`config.mk`:
```
export PLATFORM = sky130hd
export DESIGN_NAME = mss_top
export DESIGN_NICKNAME = d
export VERILOG_FILES = /design/src/mss_pkg.sv /design/src/mss_sync.sv /design/src/mss_top.sv
export VERILOG_INCLUDE_DIRS = /design/src
export SDC_FILE = /design/constraint.sdc
export NUM_CORES = 1
export LEC_CHECK = 0
export BUFFER_PORTS_ARGS = -buffer_cell sky130_fd_sc_hd__buf_4
export CELL_PAD_IN_SITES_DETAIL_PLACEMENT = 2
export CELL_PAD_IN_SITES_GLOBAL_PLACEMENT = 2
export CORE_ASPECT_RATIO = 1.2
export CORE_UTILIZATION = 45
export DETAILED_ROUTE_END_ITERATION = 16
export PLACE_DENSITY = 0.84
export SLEW_MARGIN = 30
export SYNTH_ARGS = -nofsm -noshare
export SYNTH_HDL_FRONTEND = slang
export SYNTH_HIERARCHICAL = 1
export SYNTH_SLANG_ARGS = --single-unit
```
`constraint.sdc`:
```
create_clock -name clk_i -period 5.8 [get_ports clk_i]
set_clock_uncertainty 0.1 [all_clocks]
set_input_delay 0 -clock clk_i [delete_from_list [all_inputs] [get_ports clk_i]]
set_output_delay 0 -clock clk_i [all_outputs]
set_load 0.1 [all_outputs]
```
`src/mss_defines.svh`:
```
// constants for the multiplexed scan sequencing block
`ifndef MSS_DEFINES_SVH
`define MSS_DEFINES_SVH
`define MSS_ADDR_CFG 8'h00
`define MSS_ADDR_HSC 8'h04
`define MSS_ADDR_FIFO 8'h08
`define MSS_ADDR_STAT 8'h0C
`define MSS_CFG_RST 16'h0000
`define MSS_HSC_RST 8'h00
`define MSS_HSC_CLEAR 8'h00
`define MSS_HSC_LOAD 8'h08
`define MSS_B_DRV 0
`define MSS_B_SCSEL 2
`define MSS_B_OUTBUF 5
`define MSS_B_CCC_LO 8
`define MSS_B_CCC_HI 10
`define MSS_B_MODE_LO 14
`define MSS_B_MODE_HI 15
`define MSS_MODE_HOST 2'b10
`define MSS_MODE_SEC 2'b01
`define MSS_H_EN 0
`define MSS_H_RUN 1
`define MSS_H_ONESHOT 4
`define MSS_H_CLRPTR 6
`define MSS_H_ARM 7
`define MSS_LIST_DEPTH 16
`define MSS_LIST_AW 4
`define MSS_CNT_W 7
`define MSS_SLOT_W 4
`define MSS_SLOT_DUMMY 4'hD
`define MSS_SLOT_SELF 4'h1
`endif

```
`src/mss_pkg.sv`:
```
// types for the multiplexed scan sequencing block
package mss_pkg;
    typedef enum logic [1:0] {
        MSS_IDLE = 2'b00,
        MSS_LOAD = 2'b01,
        MSS_RUN = 2'b10
    } mss_state_t;
endpackage : mss_pkg

```
`src/mss_sync.sv`:
```
// two flip-flop synchroniser for pin inputs
`timescale 1ns/100ps
`default_nettype none
module mss_sync (
    input wire logic clk_i, // clock
    input wire logic rst_n_i, // async reset, active low
    input wire logic d_i, // asynchronous level
    output logic q_o // synchronised level
);
    logic s1_ff;
    logic s2_ff;
    always_ff @(posedge clk_i or negedge rst_n_i)
    begin
        if (!rst_n_i)
        begin
            s1_ff <= 1'b1;
            s2_ff <= 1'b1;
        end
        else
        begin
            s1_ff <= d_i;
            s2_ff <= s1_ff;
        end
    end
    assign q_o = s2_ff;
endmodule : mss_sync
`default_nettype wire

```
`src/mss_top.sv`:
```
// module configuration, scan-list sequencer and axi4-lite register slave
//
// Decided for this implementation: register access over AXI4-Lite and the address map.
`timescale 1ns/100ps
`default_nettype none
`include "mss_defines.svh"
module mss_top
    import mss_pkg::*;
(
    input wire logic clk_i, // 10 MHz clock
    input wire logic rst_n_i, // async reset, active low
    input wire logic [7:0] s_axi_awaddr, // write address
    input wire logic s_axi_awvalid, // write address valid
    output logic s_axi_awready, // write address ready
    input wire logic [31:0] s_axi_wdata, // write data
    input wire logic [3:0] s_axi_wstrb, // write strobes
    input wire logic s_axi_wvalid, // write data valid
    output logic s_axi_wready, // write data ready
    output logic [1:0] s_axi_bresp, // write response
    output logic s_axi_bvalid, // write response valid
    input wire logic s_axi_bready, // write response ready
    input wire logic [7:0] s_axi_araddr, // read address
    input wire logic s_axi_arvalid, // read address valid
    output logic s_axi_arready, // read address ready
    output logic [31:0] s_axi_rdata, // read data
    output logic [1:0] s_axi_rresp, // read response
    output logic s_axi_rvalid, // read data valid
    input wire logic s_axi_rready, // read data ready
    input wire logic conversion_pacing_clock_n_i, // host scan clock pin
    input wire logic backplane_trigger_zero_i, // trigger line zero pin
    input wire logic scan_select_n_i, // scan select pin, active low
    output logic backplane_trigger_zero_o, // trigger zero drive value
    output logic backplane_trigger_zero_oe_o, // trigger zero drive enable
    output logic line_zero_drive_o, // drive shared analog line zero
    output logic muxed_output_channel_fwd_o, // line zero to muxed output
    output logic [2:0] channel_pointer_o, // current channel pointer
    output logic [3:0] scan_slot_o, // slot addressed by current entry
    output logic scan_active_o // sequencer running
);
    logic pace_s, trig_s, ssel_s;
    mss_sync u_pace (.clk_i(clk_i), .rst_n_i(rst_n_i), .d_i(conversion_pacing_clock_n_i), .q_o(pace_s));
    mss_sync u_trig (.clk_i(clk_i), .rst_n_i(rst_n_i), .d_i(backplane_trigger_zero_i), .q_o(trig_s));
    mss_sync u_ssel (.clk_i(clk_i), .rst_n_i(rst_n_i), .d_i(scan_select_n_i), .q_o(ssel_s));

    // bus slave: write and read channels
    logic aw_ff, w_ff, bv_ff, rv_ff;
    logic [7:0] awa_ff;
    logic [31:0] wd_ff, rd_ff;
    logic [3:0] ws_ff;
    logic [1:0] br_ff, rr_ff;
    logic nxt_aw, nxt_w, nxt_bv, nxt_rv;
    logic [7:0] nxt_awa;
    logic [31:0] nxt_wd, nxt_rd;
    logic [3:0] nxt_ws;
    logic [1:0] nxt_br, nxt_rr;
    logic wr_go, rd_go;
    logic [15:0] cfg_ff, nxt_cfg;
    logic [7:0] hsc_ff, nxt_hsc;
    logic [10:0] list_mem [`MSS_LIST_DEPTH];
    logic [`MSS_LIST_AW:0] wcnt_ff, nxt_wcnt;
    logic [`MSS_LIST_AW-1:0] rptr_ff, nxt_rptr;
    logic [`MSS_CNT_W-1:0] left_ff, nxt_left;
    logic [2:0] chan_ff, nxt_chan;
    logic [3:0] slot_ff, nxt_slot;
    logic clk_prev_ff, nxt_clk_prev;
    logic hsc_wr_ff, nxt_hsc_wr;
    mss_state_t st_ff, nxt_st;
    logic fifo_wr, clk_edge, last_entry;
    logic [1:0] mode;
    logic secondary, host_side, scan_en, gated;

    assign wr_go = aw_ff && w_ff && !bv_ff;
    assign fifo_wr = wr_go && awa_ff == `MSS_ADDR_FIFO && st_ff == MSS_LOAD && !wcnt_ff[`MSS_LIST_AW];

    always_comb
    begin
        nxt_aw = aw_ff;
        nxt_w = w_ff;
        nxt_awa = awa_ff;
        nxt_wd = wd_ff;
        nxt_ws = ws_ff;
        nxt_bv = bv_ff;
        nxt_br = br_ff;
        nxt_cfg = cfg_ff;
        nxt_hsc = hsc_ff;
        nxt_hsc_wr = 1'b0;
        if (s_axi_awvalid && s_axi_awready)
        begin
            nxt_aw = 1'b1;
            nxt_awa = s_axi_awaddr;
        end
        if (s_axi_wvalid && s_axi_wready)
        begin
            nxt_w = 1'b1;
            nxt_wd = s_axi_wdata;
            nxt_ws = s_axi_wstrb;
        end
        if (wr_go)
        begin
            nxt_aw = 1'b0;
            nxt_w = 1'b0;
            nxt_bv = 1'b1;
            nxt_br = 2'b00;
            unique case (awa_ff)
                `MSS_ADDR_CFG:
                begin
                    if (ws_ff[0]) nxt_cfg[7:0] = wd_ff[7:0];
                    if (ws_ff[1]) nxt_cfg[15:8] = wd_ff[15:8];
                end
                `MSS_ADDR_HSC:
                begin
                    if (ws_ff[0])
                    begin
                        nxt_hsc = wd_ff[7:0];
                        nxt_hsc_wr = 1'b1;
                    end
                end
                `MSS_ADDR_FIFO:
                begin
                    // a full list or write outside the load phase is refused
                    if (!fifo_wr) nxt_br = 2'b10;
                end
                `MSS_ADDR_STAT:
                begin
                    nxt_br = 2'b00;
                end
                default: nxt_br = 2'b10;
            endcase
        end
        if (bv_ff && s_axi_bready)
            nxt_bv = 1'b0;
    end

    assign s_axi_awready = !aw_ff && !bv_ff;
    assign s_axi_wready = !w_ff && !bv_ff;
    assign s_axi_bvalid = bv_ff;
    assign s_axi_bresp = br_ff;
    assign rd_go = s_axi_arvalid && s_axi_arready;
    assign s_axi_arready = !rv_ff;
    assign s_axi_rvalid = rv_ff;
    assign s_axi_rdata = rd_ff;
    assign s_axi_rresp = rr_ff;

    always_comb
    begin
        nxt_rv = rv_ff;
        nxt_rd = rd_ff;
        nxt_rr = rr_ff;
        if (rd_go)
        begin
            nxt_rv = 1'b1;
            nxt_rr = 2'b00;
            nxt_rd = 32'h0000_0000;
            unique case (s_axi_araddr)
                `MSS_ADDR_CFG: nxt_rd[15:0] = cfg_ff;
                `MSS_ADDR_HSC: nxt_rd[7:0] = hsc_ff;
                `MSS_ADDR_FIFO: nxt_rd[`MSS_LIST_AW:0] = wcnt_ff;
                `MSS_ADDR_STAT: nxt_rd[11:0] = {slot_ff, chan_ff, line_zero_drive_o, st_ff, rptr_ff[1:0]};
                default: nxt_rr = 2'b10;
            endcase
        end
        else if (rv_ff && s_axi_rready)
            nxt_rv = 1'b0;
    end

    // configuration decode
    assign mode = cfg_ff[`MSS_B_MODE_HI:`MSS_B_MODE_LO];
    assign secondary = mode == `MSS_MODE_SEC;
    assign host_side = mode == `MSS_MODE_HOST;
    assign scan_en = cfg_ff[`MSS_B_SCSEL];
    // drive passes when scan select is disabled, or when enabled and asserted low
    assign gated = scan_en ? !ssel_s : 1'b1;
    // output-buffer routing means line zero is received, never driven
    assign line_zero_drive_o = cfg_ff[`MSS_B_DRV] && !cfg_ff[`MSS_B_OUTBUF] && gated;
    // forwarding via output buffer or config bit 1 when bus line zero is routed to host
    assign muxed_output_channel_fwd_o = host_side && (cfg_ff[`MSS_B_OUTBUF] || cfg_ff[1]);
    assign backplane_trigger_zero_o = pace_s;
    assign backplane_trigger_zero_oe_o = host_side && cfg_ff[`MSS_B_DRV] && cfg_ff[1];

    // scan sequencer: clock source picked per configuration
    assign clk_edge = (secondary ? trig_s : pace_s) == 1'b0 && clk_prev_ff;
    assign last_entry = {1'b0, rptr_ff} == wcnt_ff - 5'd1;

    always_comb
    begin
        nxt_st = st_ff;
        nxt_wcnt = wcnt_ff;
        nxt_rptr = rptr_ff;
        nxt_left = left_ff;
        nxt_chan = chan_ff;
        nxt_slot = slot_ff;
        nxt_clk_prev = secondary ? trig_s : pace_s;
        if (fifo_wr)
            nxt_wcnt = wcnt_ff + 5'd1;
        unique case (st_ff)
            MSS_IDLE:
            begin
                if (hsc_ff[`MSS_H_ARM] && hsc_ff[`MSS_H_CLRPTR])
                    nxt_rptr = '0;
                else if (hsc_ff == `MSS_HSC_LOAD)
                begin
                    // load phase appends; only a zero write empties the list, so a rerun keeps it
                    nxt_st = MSS_LOAD;
                end
                else if (hsc_wr_ff && hsc_ff[`MSS_H_EN] && hsc_ff[`MSS_H_RUN] && wcnt_ff != 5'd0)
                begin
                    nxt_st = MSS_RUN;
                    nxt_rptr = '0;
                    {nxt_slot, nxt_left} = list_mem[0];
                    nxt_chan = cfg_ff[`MSS_B_CCC_HI:`MSS_B_CCC_LO];
                end
            end
            MSS_LOAD:
            begin
                if (hsc_ff[`MSS_H_CLRPTR])
                    nxt_st = MSS_IDLE;
                else if (hsc_ff[5])
                    nxt_st = MSS_IDLE;
            end
            MSS_RUN:
            begin
                if (!hsc_ff[`MSS_H_EN])
                    nxt_st = MSS_IDLE;
                else if (clk_edge)
                begin
                    nxt_chan = chan_ff + 3'd1;
                    if (left_ff != '0)
                        nxt_left = left_ff - 7'd1;
                    else
                    begin
                        if (last_entry && hsc_ff[`MSS_H_ONESHOT])
                            nxt_st = MSS_IDLE;
                        nxt_rptr = last_entry ? '0 : rptr_ff + 4'd1;
                        {nxt_slot, nxt_left} = list_mem[last_entry ? 4'd0 : rptr_ff + 4'd1];
                        nxt_chan = cfg_ff[`MSS_B_CCC_HI:`MSS_B_CCC_LO];
                    end
                end
            end
            default: nxt_st = MSS_IDLE;
        endcase
        // start needs a fresh write, so a finished one-shot run stays stopped
        if (hsc_wr_ff && hsc_ff == `MSS_HSC_CLEAR)
            nxt_wcnt = '0;
    end

    always_ff @(posedge clk_i)
    begin
        if (fifo_wr)
            list_mem[wcnt_ff[`MSS_LIST_AW-1:0]] <= wd_ff[10:0];
    end

    always_ff @(posedge clk_i or negedge rst_n_i)
    begin
        if (!rst_n_i)
        begin
            aw_ff <= 1'b0;
            w_ff <= 1'b0;
            awa_ff <= 8'h00;
            wd_ff <= 32'h0000_0000;
            ws_ff <= 4'h0;
            bv_ff <= 1'b0;
            br_ff <= 2'b00;
            rv_ff <= 1'b0;
            rd_ff <= 32'h0000_0000;
            rr_ff <= 2'b00;
            cfg_ff <= `MSS_CFG_RST;
            hsc_ff <= `MSS_HSC_RST;
            st_ff <= MSS_IDLE;
            wcnt_ff <= '0;
            rptr_ff <= '0;
            left_ff <= '0;
            chan_ff <= 3'h0;
            slot_ff <= 4'h0;
            clk_prev_ff <= 1'b1;
            hsc_wr_ff <= 1'b0;
        end
        else
        begin
            aw_ff <= nxt_aw;
            w_ff <= nxt_w;
            awa_ff <= nxt_awa;
            wd_ff <= nxt_wd;
            ws_ff <= nxt_ws;
            bv_ff <= nxt_bv;
            br_ff <= nxt_br;
            rv_ff <= nxt_rv;
            rd_ff <= nxt_rd;
            rr_ff <= nxt_rr;
            cfg_ff <= nxt_cfg;
            hsc_ff <= nxt_hsc;
            st_ff <= nxt_st;
            wcnt_ff <= nxt_wcnt;
            rptr_ff <= nxt_rptr;
            left_ff <= nxt_left;
            chan_ff <= nxt_chan;
            slot_ff <= nxt_slot;
            clk_prev_ff <= nxt_clk_prev;
            hsc_wr_ff <= nxt_hsc_wr;
        end
    end

    assign channel_pointer_o = chan_ff;
    assign scan_slot_o = slot_ff;
    assign scan_active_o = st_ff == MSS_RUN;
endmodule : mss_top
`default_nettype wire

```
==> Yosys cells after proc, flatten, opt, wreduce, memory -nomap -nowiden <==
Memory sizes are Yosys's and may differ from the RTL's.
Cells that the tools add are included.
{ "word_totals": {"mem_count": 1, "output_inout_bits": 53, "latch_bits": 0, "register_bits": 107, "elab_cells": 175, "ram_bits": 176, "romBits": 0} }
{ "op_classes": {"n_lt_le_gt_ge": 0, "n_div": 0, "n_addsub": 5, "n_mul": 0, "eq_ne": 25, "shift": 0, "n_bitwise": 1, "reduce_logical": 53, "muxes": 63} }
{ "mem_list": {"columns": ["memory", "words", "word_bits", "rd", "rd_clocked_by_memory_dff", "write_ports", "line", "text"], "rows": [
  ["list_mem", 16, 11, 2, 0, 1, "mss_top.sv:59", "logic [10:0] list_mem [`MSS_LIST_DEPTH];"]
]} }
{ "op_table": {"columns": ["op", "n"], "rows": [
  ["2-to-1 mux 4 bit", 14],
  ["2-to-1 mux 7 bit", 6],
  ["== test 8 x 4 -> 1 bit, second input constant", 5],
  ["logical AND 1 bit", 24],
  ["zero test 8 bit", 3],
  ["one-hot mux 4 bit (2 select lines)", 3],
  ["2-to-1 mux 2 bit", 11],
  ["one-hot mux 5 bit (4 select lines)", 1],
  ["2-to-1 mux 3 bit", 6],
  ["AND reduction 6 bit", 3],
  ["== test 8 x 3 -> 1 bit, second input constant", 2],
  ["2-to-1 mux 1 bit", 15],
  ["!= test 3 bit, second input constant", 5],
  ["one-hot mux 7 bit (2 select lines)", 1],
  ["nonzero test 2 bit", 6],
  ["2-to-1 mux 5 bit", 2],
  ["one-hot mux 3 bit (3 select lines)", 1],
  ["AND reduction 3 bit", 3],
  ["!= test 2 bit, second input constant", 4],
  ["zero test 1 bit", 7],
  ["AND reduction 7 bit", 1],
  ["nonzero test 7 bit", 1],
  ["subtractor 7 x 1 -> 7 bit, second input constant", 1],
  ["!= test 3 x 2 -> 1 bit, second input constant", 2],
  ["17 further kinds", 20]
]} }

==> Logic depth before layout (Yosys ltp) <==
Gate-level depths: netlist of run 1.
{ "depth": {"word_depth": 8, "depth_mapped": 11, "mapped_depth_nobuf": 9} }

==> By module <==
Netlist of run 1, hierarchy kept.
{ "modules_own_cells": {"columns": ["module", "area_each_um2", "seq_area_each_um2", "cells_each", "instances"], "rows": [
  ["mss_top", 11886.4, 7763.7, 858, 1],
  ["mss_sync", 52.6, 52.6, 2, 3]
]} }

==> Worst setup path before layout of run 1 <==
OpenSTA, ideal clock, no wires.
{ "synth_timing": {"path_kind": "reg-to-reg", "startpoint": "reg bv_ff, in the netlist s_axi_bvalid", "endpoint": "reg wd_ff[10]", "path_stages_with_launch": 6, "synth_period_minus_slack_ns": 3.737, "setup_time_ns": 0.125, "setup_slack_ns": 2.063, "required_time_ns": 5.575, "arrival_time_ns": 3.512, "cell_sequence": "dfrtp_1 -> nor2_1 -> and2_1 -> clkbuf_1 -> clkbuf_1 -> mux2_2"} }
{ "synth_between": {"elab_chain_cells": 3} }
{ "synth_lines": {"columns": ["element", "line", "text"], "rows": [
  ["from (decl)", "mss_top.sv:46", "logic aw_ff, w_ff, bv_ff, rv_ff;"],
  ["from (signal assigned)", "mss_top.sv:284", "bv_ff <= nxt_bv;"],
  ["zero test 1 bit", "mss_top.sv:135", "assign s_axi_wready = !w_ff && !bv_ff;"],
  ["logical AND 1 bit", "mss_top.sv:135", null],
  ["net s_axi_wready", "mss_top.sv:18", "output logic s_axi_wready,"],
  ["logical AND 1 bit", "mss_top.sv:92", "if (s_axi_wvalid && s_axi_wready)"],
  ["to (signal assigned)", "mss_top.sv:282", "wd_ff <= nxt_wd;"],
  ["to (decl)", "mss_top.sv:48", "logic [31:0] wd_ff, rd_ff;"]
]} }
The timed path passes the listed nets, and every way through them passes these cells.
A chain may end at the register's enable or synchronous reset.

==> Worst setup path in the final report of run 1 <==
{ "layout_timing": {"startpoint": "reg wcnt_ff[0]", "endpoint": "reg left_ff[5]"} }
{ "layout_between": {"elab_chain_cells": 8, "word_cells_on_any_way": 12, "classes_between": "add/sub (1); eq/ne (2); mux (5); reduce/logical (3); memory (1)"} }
{ "layout_lines": {"columns": ["element", "line", "text"], "rows": [
  ["from (decl)", "mss_top.sv:60", "logic [`MSS_LIST_AW:0] wcnt_ff, nxt_wcnt;"],
  ["from (signal assigned)", "mss_top.sv:292", "wcnt_ff <= nxt_wcnt;"],
  ["subtractor 5 x 1 -> 5 bit", "mss_top.sv:182", "assign last_entry = {1'b0, rptr_ff} == wcnt_ff - 5'd1;"],
  ["== test 4 x 5 -> 1 bit", "mss_top.sv:182", null],
  ["2-to-1 mux 4 bit", "mss_top.sv:234", "{nxt_slot, nxt_left} = list_mem[last_entry ? 4'd0 : rptr_ff + 4'd1];"],
  ["memory (16 x 11 bit)", null, null],
  ["2-to-1 mux 7 bit", "mss_top.sv:227", "if (left_ff != '0)"],
  ["2-to-1 mux 7 bit", "mss_top.sv:224", "else if (clk_edge)"],
  ["2-to-1 mux 7 bit", "mss_top.sv:222", "if (!hsc_ff[`MSS_H_EN])"],
  ["one-hot mux 7 bit (2 select lines)", "mss_top.sv:195", "unique case (st_ff)"],
  ["to (signal assigned)", "mss_top.sv:294", "left_ff <= nxt_left;"],
  ["to (decl)", "mss_top.sv:62", "logic [`MSS_CNT_W-1:0] left_ff, nxt_left;"]
]} }
Parallel ways exist; a longest one is shown, timed or not. The select of a mux whose other input is x is not followed.

==> impl_results.md, run 1 <==
* Status: finished, final reports clean
* HP Start: s_axi_arvalid
* CP startpoint kind: flip-flop
* Post-Syn Area per Cell at 13.9 µm²
* Non-filler instance count after layout at 1351
* Root Buffer: clkbuf_16
* DRC errors left at 0
* GR Util All Layers at between 30% and 40%
* Core box area at between 0.02 and 0.03 mm²
* Worst Hold Class: in -> reg
* Clock slew at reported path FFs at 0.07 ns
* PortBufs at a little under 80
* Vias in the first global route at 10200
* Rel. slew slack at 30.1%
* Remaining global-route overflow at 0
* Post-route ant nets at 0
* Final setup violation count at 0
* DP Cell Count at 1257
* Placed Instance Area at 0.0130 mm²
* Pre-CTS WS at 1.81 ns
* Max-Cap Viols at 0
* Fin Setup TNS at 0 ns
* Most used DFF post-synth: edfxtp_1
* First-pass GRT wire length at 75100 µm
* Synth top area cells: edfxtp_1, dfrtp_1, mux2_2, mux4_2, mux2i_1
* Worst setup EP type: flip-flop
* R2r startpoint: wcnt_ff[0]$_DFFE_PN0P_
* Reg2reg setup slack at 1.10 ns
* IR drop worst, VDD at 0.378 mV
* Synth warn at 6
* Pwr dens at 380 mW/mm²
* Routed len/inst at 37.7 µm
* H-tree Lvls at 1
* Largest net degree at the start of global routing at between 60 and 70
* Design Area, Final at 0.0143 mm²
* Setup crit start: wcnt_ff[0]$_DFFE_PN0P_
* Post-Syn Area at between 0.01 and 0.015 mm²
* CTS Sinks at 281
* Top cell type's share of synthesized area at between 40% and 50%
* CP Data Arrival Time at 5.07 ns
* IO Pins at 115
* Post-synth EDFFs at 176
* Slew @ Worst Pin at 1.05 ns
* Seq cells post-synth at 281
* Die footprint at roughly 0.027 mm²
* Avg Vias per Cell at 6.79
* FP Rows at between 60 and 70
* Gp weighted congestion at 0.851
* CTS tree: built
* Slack of the critical path at 1.10 ns
* CP max FO at 15
* Hold Violations, Final at 0
* Crit path time final at 4.70 ns
* Synth unique cells at 73
* Sequential cell area fraction in the yosys report at 65.8%
* Height of the die at 181 µm
* Total setup buffers inserted after CTS at 0
* Post-synth ARST share at 37.4%
* Worst EP required at just over 6 ns
* Die X at ~150 µm
* Critical path class: reg -> reg
* Initial Utilization at ~46%
* DR vias at 9177
* Initial DRC Count at 1081
* Layout area overhead at 19.0%
* Total iterations of the first detailed-routing run at 5
* Worst skew pair latency at 0.58 ns
* Final net count at roughly 1100
* Max Root-Sink Buffers at 3
* Lkg Pwr at around 5.4 nW
* Dpl hpwl at 25300 µm
* Hold-fix buffer count after cts at between 40 and 50
* Unrepaired setup endpoints after global routing: false
* Cell with the most instances after synthesis: edfxtp_1
* Synthesized instance count at 864
* Synth cell count leaders: edfxtp_1, dfrtp_1, mux2_2, nand2_1, nor2_1
* Ant. Diodes at 0
* Tcrit/Tclk final at 81.1%
* Final Slew Violations at 0
* Share of cells above drive strength 1 at 25.0%
* Max Fclk at approximately 0.21 GHz
* Initial antenna violation count at 2
* Routed WL at 51000 µm
* Post-cts sizing count at 0
* CTS Buf Count at 29
* Yosys top cell by area: edfxtp_1
[layout make-up]
cell class | count | area, µm²
sequential | 281 | 7920
multi-input combinational | 528 | 3860
clock buffer | 41 | 821
clock inverter | 12 | 92.6
timing repair buffer | 141 | 1160
fill | 2357 | 11900
inverter | 13 | 48.8
tap | 335 | 419
[logic make-up (layout without fill, tap and decap cells)]
kind of cell,Yosys count,in the layout,synth area share [%]
multiplexers,100,100,10.4
flip-flops,281,281,65.8
other,1,18,0.0311
XOR/XNOR,15,15,1.22
AND/OR/NAND/NOR,227,227,9.52
AO/OA/AOI/OAI,161,161,9.20
buffers and inverters,72,207,3.12
adder cells (fa/ha/maj),7,7,0.727
[power by group]
group	internal, W	switching, W
clock	0.00103	0.000915
combinational	0.000215	0.000398
sequential	0.00246	0.000429
total	0.00370	0.00174
[worst paths after layout]
| path | end | cells past startpoint |
|---|---|---|
| max | left_ff[5]$_DFFE_PN0P_ | 9 |
| min | s_axi_rdata[13]$_DFFE_PN0P_ | 4 |
| max reg2reg | left_ff[5]$_DFFE_PN0P_ | 9 |
| min reg2reg | u_trig/q_o$_DFF_PN1_ | 0 |
| max in group asynchronous | rptr_ff[0]$_DFFE_PN0P_ | 4 |
| min in group asynchronous | wd_ff[13]$_DFFE_PN0P_ | 3 |
[through the flow]
stage | hold WS, ns | power (W) | utilization, %
2_1_floorplan | -0.396 | 0.00306 | -
3_3_place_gp | 0.00853 | 0.00329 | 49.3
3_5_place_dp | 0.00938 | 0.00337 | 49.4
4_1_cts | 0.0270 | 0.00530 | 54.5
5_1_grt | 0.121 | 0.00552 | 54.6
6_report | 0.0865 | 0.00544 | 54.6
[critical path, cell delays in order, from the launching register on]
cell	delay [ns]
dfrtp_1	0.60
inv_1	0.16
ha_1	0.32
nor4b_1	0.22
nor3_1	0.75
and3_1	0.98
nor2_2	0.26
a2111oi_0	0.69
o21ai_1	0.22
a31oi_1	0.30
[layer usage]
metal | GRT usage (%) | vias to the layer above | wire length [µm]
li1 | - | 3506 | -
met1 | 46.4 | 4784 | 17900
met2 | 64.6 | 646 | 25400
met3 | 7.83 | 239 | 3920
met4 | 24.0 | 2 | 3670
met5 | 0 | - | 13
[sequential cells by signal, summed over array words and instances, names as in the netlist, 2 cells and up]
| register | cells |
|---|---|
| wd_ff | 16 |
| cfg_ff | 16 |
| channel_pointer_o | 3 |
| ws_ff | 2 |
| awa_ff | 8 |
| rptr_ff | 4 |
| s_axi_rdata | 16 |
| scan_slot_o | 4 |
| wcnt_ff | 5 |
| hsc_ff | 8 |
| left_ff | 7 |
| list_mem | 176 |
| st_ff | 2 |
[cell usage in the layout (no fill, tap or decap), types with 5 or more instances in the layout]
master         instances
a21oi_1               29
a22o_1                 8
a22oi_1                5
a31oi_1                8
buf_4                 99
clkbuf_1               7
clkbuf_16             29
clkbuf_8               5
clkinv_2               6
conb_1                18
dfrtp_1               97
dfstp_2                7
dlygate4sd3_1         41
edfxtp_1             176
ha_1                   7
inv_1                 12
mux2_2                63
mux2i_1               23
mux4_2                14
nand2_1               56
nand2b_1              11
nand3_1               21
nand3b_1               6
nor2_1                50
nor2_2                 6
nor3_1                30
nor3b_1               10
o211ai_1               6
o21ai_0               37
o221ai_1               7
o22ai_1               15
o41ai_1                5
or3_1                  7
xnor2_1                8
Power figures use the tool's default switching activity.
==> inputs of run 2 (changes only) <==
CORE_UTILIZATION = 42   (was 45)
PLACE_DENSITY = 0.8   (was 0.84)
clock period = 4.8 ns   (was 5.8 ns; I/O delays follow)
==> run 2 against run 1 <==
  * Setup slack got worse by 0.33 ns
  * Combinational power grew 11%
  * Register-to-register slack got worse by 0.33 ns
  * Fmax grew 17%
  * Die area grew 7.1%
  * Critical endpoint is now scan_slot_o[3]$_DFFE_PN0P_
  * Highest routed layer is now met4
==> impl_results.md, run 2 (synthesized netlist as in run 1, its figures left out) <==
* Initial antenna violation count at 0 (was 2)
* Multi-input logic area at 0.00383 mm² (was 0.00386 mm²)
* Slowest CP cell: and3_1 (unchanged)
* H-tree Lvls at 1 (unchanged)
* Unrepaired setup endpoints after global routing: false (unchanged)
* Most common cell after layout, fill and taps aside: edfxtp_1 (unchanged)
* Final net count at 1074 (was 1063)
* Total iterations of the first detailed-routing run at 4 (was 5)
* DRC errors left at 0 (unchanged)
* Slack of the critical path at 0.771 ns (was 1.10 ns)
* Seq pwr share at 52.6% (was 53.0%)
* DP Cell Count at 1309 (was 1257)
* Final setup violation count at 0 (unchanged)
* Routed WL at 41600 µm (was 51000 µm)
* P_sw at 0.00189 W (was 0.00174 W)
* CTS Buf Count at 29 (unchanged)
* Final Slew Violations at 0 (unchanged)
* Die X at 157 µm (was 151 µm)
* Lkg Pwr at 5.46 nW (was 5.37 nW)
* Fin Setup TNS at 0 ns (unchanged)
* Reg area at 0.00792 mm² (unchanged)
* Worst EP required at 5.09 ns (was 6.16 ns)
* Dpl hpwl at 23700 µm (was 25300 µm)
* PortBufs at 78 (unchanged)
* DR vias at 8417 (was 9177)
* Post-route ant nets at 0 (unchanged)
* Most frequent cells in the layout: edfxtp_1, buf_4, dfrtp_1 (unchanged)
* Tcrit/Tclk final at 83.9% (was 81.1%)
* Combinational power share at 10.5% (was 11.3%)
* Reg2reg setup slack at 0.77 ns (was 1.10 ns)
* R2r startpoint: wcnt_ff[0]$_DFFE_PN0P_ (unchanged)
* Vias in the first global route at 9602 (was 10200)
* Share of cells above drive strength 1 at 25.5% (was 25.0%)
* Setup crit start: wcnt_ff[0]$_DFFE_PN0P_ (unchanged)
* Die footprint at 0.0294 mm² (was 0.0274 mm²)
* Worst setup EP type: flip-flop (unchanged)
* Hold depth at 3 (was 4)
* CP max stage delay at 0.68 ns (was 0.98 ns)
* Non-filler instance count after layout at 1406 (was 1351)
* Critical path class: reg -> reg (unchanged)
* Initial DRC Count at 708 (was 1081)
* Critical Path Sink: scan_slot_o[3]$_DFFE_PN0P_ (was left_ff[5]$_DFFE_PN0P_)
* Clock slew at reported path FFs at 0.07 ns (about the same)
* R2r endpoint: scan_slot_o[3]$_DFFE_PN0P_ (was left_ff[5]$_DFFE_PN0P_)
* Crit path time final at 4.03 ns (was 4.70 ns)
* Height of the die at 188 µm (was 181 µm)
* Gp weighted congestion at 0.832 (was 0.851)
* Largest net degree at the start of global routing at 75 (was 61)
* Layout area overhead at 20.6% (was 19.0%)
* Status: finished, final reports clean (unchanged)
* Hold Violations, Final at 0 (unchanged)
* Util after Layout at 51.7% (was 54.6%)
* CP max FO at 11 (was 15)
* Max Root-Sink Buffers at 3 (unchanged)
* Max-Cap Viols at 0 (unchanged)
* Ant. Diodes at 0 (unchanged)
* Root Buffer: clkbuf_16 (unchanged)
* Largest register FFs at 176 (unchanged)
* Routed len/inst at 29.6 µm (was 37.7 µm)
* Core box area at 0.0281 mm² (was 0.0263 mm²)
* Clock network fraction of total power at 36.9% (was 35.7%)
* Initial Utilization at 42.9% (was 45.8%)
* Total setup buffers inserted after CTS at 0 (unchanged)
* Remaining global-route overflow at 0 (unchanged)
* IR drop worst, VDD at 0.378 mV (about the same)
* FP Rows at 67 (was 65)
* Slew @ Worst Pin at 1.03 ns (was 1.05 ns)
* Internal at 0.00461 W (was 0.00370 W)
* Worst skew pair latency at 0.56 ns (was 0.58 ns)
* GR Util All Layers at 29.7% (was 39.1%)
* Max Fclk at 0.248 GHz (was 0.213 GHz)
* CTS Sinks at 281 (unchanged)
* Rel. slew slack at 31.6% (was 30.1%)
* CTS tree: built (unchanged)
* IO Pins at 115 (unchanged)
* Avg Vias per Cell at 5.99 (was 6.79)
* Crit path cell chain: inv_1 > ha_1 > xnor2_1 > nor3_1 > and3_1 > nor2_2 > nand3_1 > o221ai_1 > o41ai_1 (was inv_1 > ha_1 > nor4b_1 > nor3_1 > and3_1 > nor2_2 > a2111oi_0 > o21ai_1 > a31oi_1)
* Net Sw Frac at 29.1% (was 32.0%)
* Pre-CTS WS at 1.07 ns (was 1.81 ns)
* CP Data Arrival Time at 4.32 ns (was 5.07 ns)
* Fill count at 2559 (was 2357)
* First-pass GRT wire length at 63800 µm (was 75100 µm)
* CP startpoint kind: flip-flop (unchanged)
* Pwr dens at 447 mW/mm² (was 380 mW/mm²)
* R2R cell count at 9 (unchanged)
* Worst Hold Class: in -> reg (unchanged)
run 2: cell count changes in the layout (fill, tap and decap cells not counted), moves of 2 or more:
| cell | before | now |
|---|---|---|
| buf_4 | 99 | 107 |
| bufinv_16 | 1 | 3 |
| clkbuf_1 | 7 | 5 |
| dlygate4sd3_1 | 41 | 43 |
| inv_4 | 0 | 2 |
| nor2_1 | 50 | 53 |
| nor2_2 | 6 | 3 |
run 2: final cells by class:
type,instances,area share (%)
timing repair buffer,152,8.71
sequential,281,54.5
multi-input combinational,528,26.3
tap,379,3.26
clock buffer,40,5.77
clock inverter,13,1.03
inverter,13,0.336
run 2: power groups by stage:
stage	sequential [W]	combinational, W	clock [W]
2_1_floorplan	0.00326	0.000436	0
3_3_place_gp	0.00339	0.000591	0
3_5_place_dp	0.00343	0.000616	0
4_1_cts	0.00339	0.000659	0.00240
5_1_grt	0.00344	0.000708	0.00250
6_report	0.00342	0.000680	0.00240
run 2: routing by layer:
layer	vias up	global-route usage, %	share of wire [%]
li1	3540	-	-
met1	4383	36.5	38
met2	374	51.3	51
met3	120	4.30	5.8
met4	0	13.9	4.5
met5	-	0	0
run 2: worst min path at each step:
stage | start | end | slack, ns
2_1_floorplan | rst_n_i | aw_ff$_DFFE_PN0P_ | -0.40
3_3_place_gp | rst_n_i | wd_ff[11]$_DFFE_PN0P_ | -0.13
3_5_place_dp | rst_n_i | wd_ff[13]$_DFFE_PN0P_ | -0.12
4_1_cts | s_axi_rready | s_axi_rvalid$_DFFE_PN0P_ | 0.06
5_1_grt | s_axi_rready | s_axi_rvalid$_DFFE_PN0P_ | 0.10
6_report | s_axi_rready | s_axi_rvalid$_DFFE_PN0P_ | 0.08
run 2: worst max-delay path, delay by kind of cell, from the launching register on:
kind,cells,cell delay (ns)
compound gates,2,0.78
fa+ha+maj,1,0.35
buf+inv,1,0.14
simple gates,4,1.75
flops,1,0.58
xor+xnor,1,0.16
run 2: metrics by stage:
step	hold WS, ns	cell area [µm²]	total power (W)
6_report	0.0766	14500	0.00650
3_5_place_dp	-0.125	13100	0.00405
2_1_floorplan	-0.396	12100	0.00370
5_1_grt	0.102	14500	0.00665
4_1_cts	0.0566	14500	0.00645
3_3_place_gp	-0.130	13100	0.00398
run 2: repair_timing:
action,4_1_cts,5_1_grt
hold endpoints to repair,144,0
hold buffers,44,0
gates resized for setup,0,0
==> inputs of run 3 (changes only) <==
CORE_UTILIZATION = 38   (was 42)
PLACE_DENSITY = 0.76   (was 0.8)
clock period = 3.3 ns   (was 4.8 ns; I/O delays follow)
==> run 3 against run 2 <==
  * Global-route usage is 3.6 points lower
  * Setup slack worse by 0.65 ns
  * Routed wire length is 0.27% higher
  * Combinational power is 50% higher
  * First-iteration DRC count is 25% lower
  * Clock power is 40% higher
  * Power is 44% higher
  * Critical endpoint is now scan_slot_o[1]$_DFFE_PN0P_
  * Largest power group unchanged
==> impl_results.md, run 3 (synthesized netlist as in run 1, its figures left out) <==
* Status: finished, final reports clean (unchanged)
* Largest register FFs at 176 (unchanged)
* CTS tree: built (unchanged)
* Unrepaired setup endpoints after global routing: false (unchanged)
* Share of cells above drive strength 1 at 27.8% (was 25.5%)
* Delay-heaviest family, CP: compound AO/OA/AOI/OAI gates (was simple AND/OR/NAND/NOR gates)
* DRC errors left at 0 (unchanged)
* Height of the die at 197 µm (was 188 µm)
* CP Data Arrival Time at 3.50 ns (was 4.32 ns)
* Gp weighted congestion at 0.838 (was 0.832)
* Vias in the first global route at 9658 (was 9602)
* Hold Violations, Final at 0 (unchanged)
* Max-Cap Viols at 0 (unchanged)
* IR drop worst, VDD at 0.628 mV (was 0.378 mV)
* Max Root-Sink Buffers at 3 (unchanged)
* GR Util All Layers at 26.1% (was 29.7%)
* Total iterations of the first detailed-routing run at 6 (was 4)
* Post-route ant nets at 0 (unchanged)
* Initial antenna violation count at 0 (unchanged)
* Die X at 165 µm (was 157 µm)
* Crit path cell chain: xor3_1 > o32ai_2 > and3_1 > buf_12 > nor2_2 > nand3_1 > o221ai_1 > o41ai_1 (was inv_1 > ha_1 > xnor2_1 > nor3_1 > and3_1 > nor2_2 > nand3_1 > o221ai_1 > o41ai_1)
* Layout area overhead at 23.3% (was 20.6%)
* Most common cell after layout, fill and taps aside: edfxtp_1 (unchanged)
* First-pass GRT wire length at 62500 µm (was 63800 µm)
* Slew @ Worst Pin at 0.964 ns (was 1.03 ns)
* Remaining global-route overflow at 0 (unchanged)
* CP startpoint kind: flip-flop (unchanged)
* Root Buffer: clkbuf_16 (unchanged)
* Pwr dens at 631 mW/mm² (was 447 mW/mm²)
* Tcrit/Tclk final at 96.4% (was 83.9%)
* Critical path class: reg -> reg (unchanged)
* Final Slew Violations at 0 (unchanged)
* Most frequent cells in the layout: edfxtp_1, buf_4, dfrtp_1 (unchanged)
* Initial DRC Count at 529 (was 708)
* HP Start: s_axi_wdata[9] (was s_axi_rready)
* H-tree Lvls at 1 (unchanged)
* Crit path time final at 3.18 ns (was 4.03 ns)
* Lkg Pwr at 5.65 nW (was 5.46 nW)
* CP max FO at 15 (was 11)
* Worst skew pair latency at 0.56 ns (about the same)
* Die footprint at 0.0324 mm² (was 0.0294 mm²)
* Util after Layout at 47.5% (was 51.7%)
* Initial Utilization at 38.5% (was 42.9%)
* Reg area at 0.00793 mm² (was 0.00792 mm²)
* CTS Sinks at 281 (unchanged)
* R2r startpoint: wcnt_ff[2]$_DFFE_PN0P_ (was wcnt_ff[0]$_DFFE_PN0P_)
* Core box area at 0.0313 mm² (was 0.0281 mm²)
* Bufs and invs on worst path at 1 (unchanged)
* Ant. Diodes at 0 (unchanged)
* IO Pins at 115 (unchanged)
* Fin Setup TNS at 0 ns (unchanged)
* Avg Vias per Cell at 5.80 (was 5.99)
* Largest net degree at the start of global routing at 69 (was 75)
* Multi-input logic area at 0.00386 mm² (was 0.00383 mm²)
* Max Fclk at 0.314 GHz (was 0.248 GHz)
* Worst setup EP type: flip-flop (unchanged)
* Worst EP required at 3.62 ns (was 5.09 ns)
* Dpl hpwl at 24600 µm (was 23700 µm)
* Routed WL at 41700 µm (was 41600 µm)
* Fill count at 2998 (was 2559)
* Final setup violation count at 0 (unchanged)
* Clock slew at reported path FFs at 0.07 ns (about the same)
* Final net count at 1107 (was 1074)
* Routed len/inst at 28.6 µm (was 29.6 µm)
* CTS Buf Count at 29 (unchanged)
* Worst Hold Class: in -> reg (unchanged)
* Rel. slew slack at 35.7% (was 31.6%)
* PortBufs at 78 (unchanged)
* Setup crit start: wcnt_ff[2]$_DFFE_PN0P_ (was wcnt_ff[0]$_DFFE_PN0P_)
* DR vias at 8486 (was 8417)
* CP max stage delay at 0.67 ns (was 0.68 ns)
* Slowest CP cell: dfrtp_1 (was and3_1)
* FP Rows at 71 (was 67)
## run 3: cell count changes in the layout (fill, tap and decap cells not counted), sizes merged
cell and change:
clkinv +2, clkbuf +3, clkinvlp -1, inv -1, dlygate4sd3 +5, bufinv -2, buf +28
## run 3: per-layer routing
layer / global-route usage, % / wire length [µm] / vias up
li1: - / - / 3600
met1: 30.8 / 16000 / 4493
met2: 46.4 / 22200 / 297
met3: 3.32 / 1820 / 96
met4: 13.0 / 1750 / 0
met5: 0 / 0 / -
## run 3: area by class of cell
cell class	count	area share [%]
well taps	401	3.38
multi-input cells	528	26.0
clock inverters	11	0.598
repair buffers	185	10.4
inverters	13	0.329
clock buffers	43	5.93
flip-flops and latches	281	53.4
## run 3: what timing repair did
item	4_1_cts	5_1_grt
hold buffers	48	1
gates cloned	0	0
endpoints found under the setup margin	1	34
pin swaps	0	1
hold endpoints to repair	115	17
resized for setup	1	5
setup buffers	0	2
## run 3: power breakdown
group | internal, W | switching, W | leakage [nW]
Sequential | 0.00432 | 0.000662 | 2.95
Combinational | 0.000389 | 0.000627 | 2.22
Clock | 0.00193 | 0.00144 | 0.486
## run 3: path summary, 6_finish.rpt
path | to | slack (ns) | cells after the start
worst max-delay path | scan_slot_o[1]$_DFFE_PN0P_ | 0.12 | 8
worst min-delay path | wd_ff[9]$_DFFE_PN0P_ | 0.12 | 3
worst max register to register | scan_slot_o[1]$_DFFE_PN0P_ | 0.12 | 8
worst min register to register | u_pace/q_o$_DFF_PN1_ | 0.26 | 0
max in group asynchronous | awa_ff[6]$_DFFE_PN0P_ | 1.87 | 5
min in group asynchronous | wd_ff[13]$_DFFE_PN0P_ | 0.33 | 3
## run 3: metrics by stage
| stage | area (µm²) | power [W] | std cells | hold slack (ns) | setup slack, ns |
|---|---|---|---|---|---|
| floorplan | 12100 | 0.00538 | 881 | -0.396 | 0.0616 |
| global placement | 13300 | 0.00582 | 1357 | 0.00817 | 0.317 |
| detailed placement | 13300 | 0.00591 | 1357 | 0.00975 | 0.139 |
| CTS | 14800 | 0.00930 | 1459 | 0.0265 | 0.0575 |
| global route | 14800 | 0.00960 | 1462 | 0.128 | 0.0507 |
| finish | 14800 | 0.00937 | 1462 | 0.122 | 0.119 |
## run 3: worst register-to-register path, stage by stage, from the launching register on
cell	delay, ns
dfrtp_1	0.67
xor3_1	0.45
o32ai_2	0.27
and3_1	0.29
buf_12	0.18
nor2_2	0.13
nand3_1	0.25
o221ai_1	0.19
o41ai_1	0.52
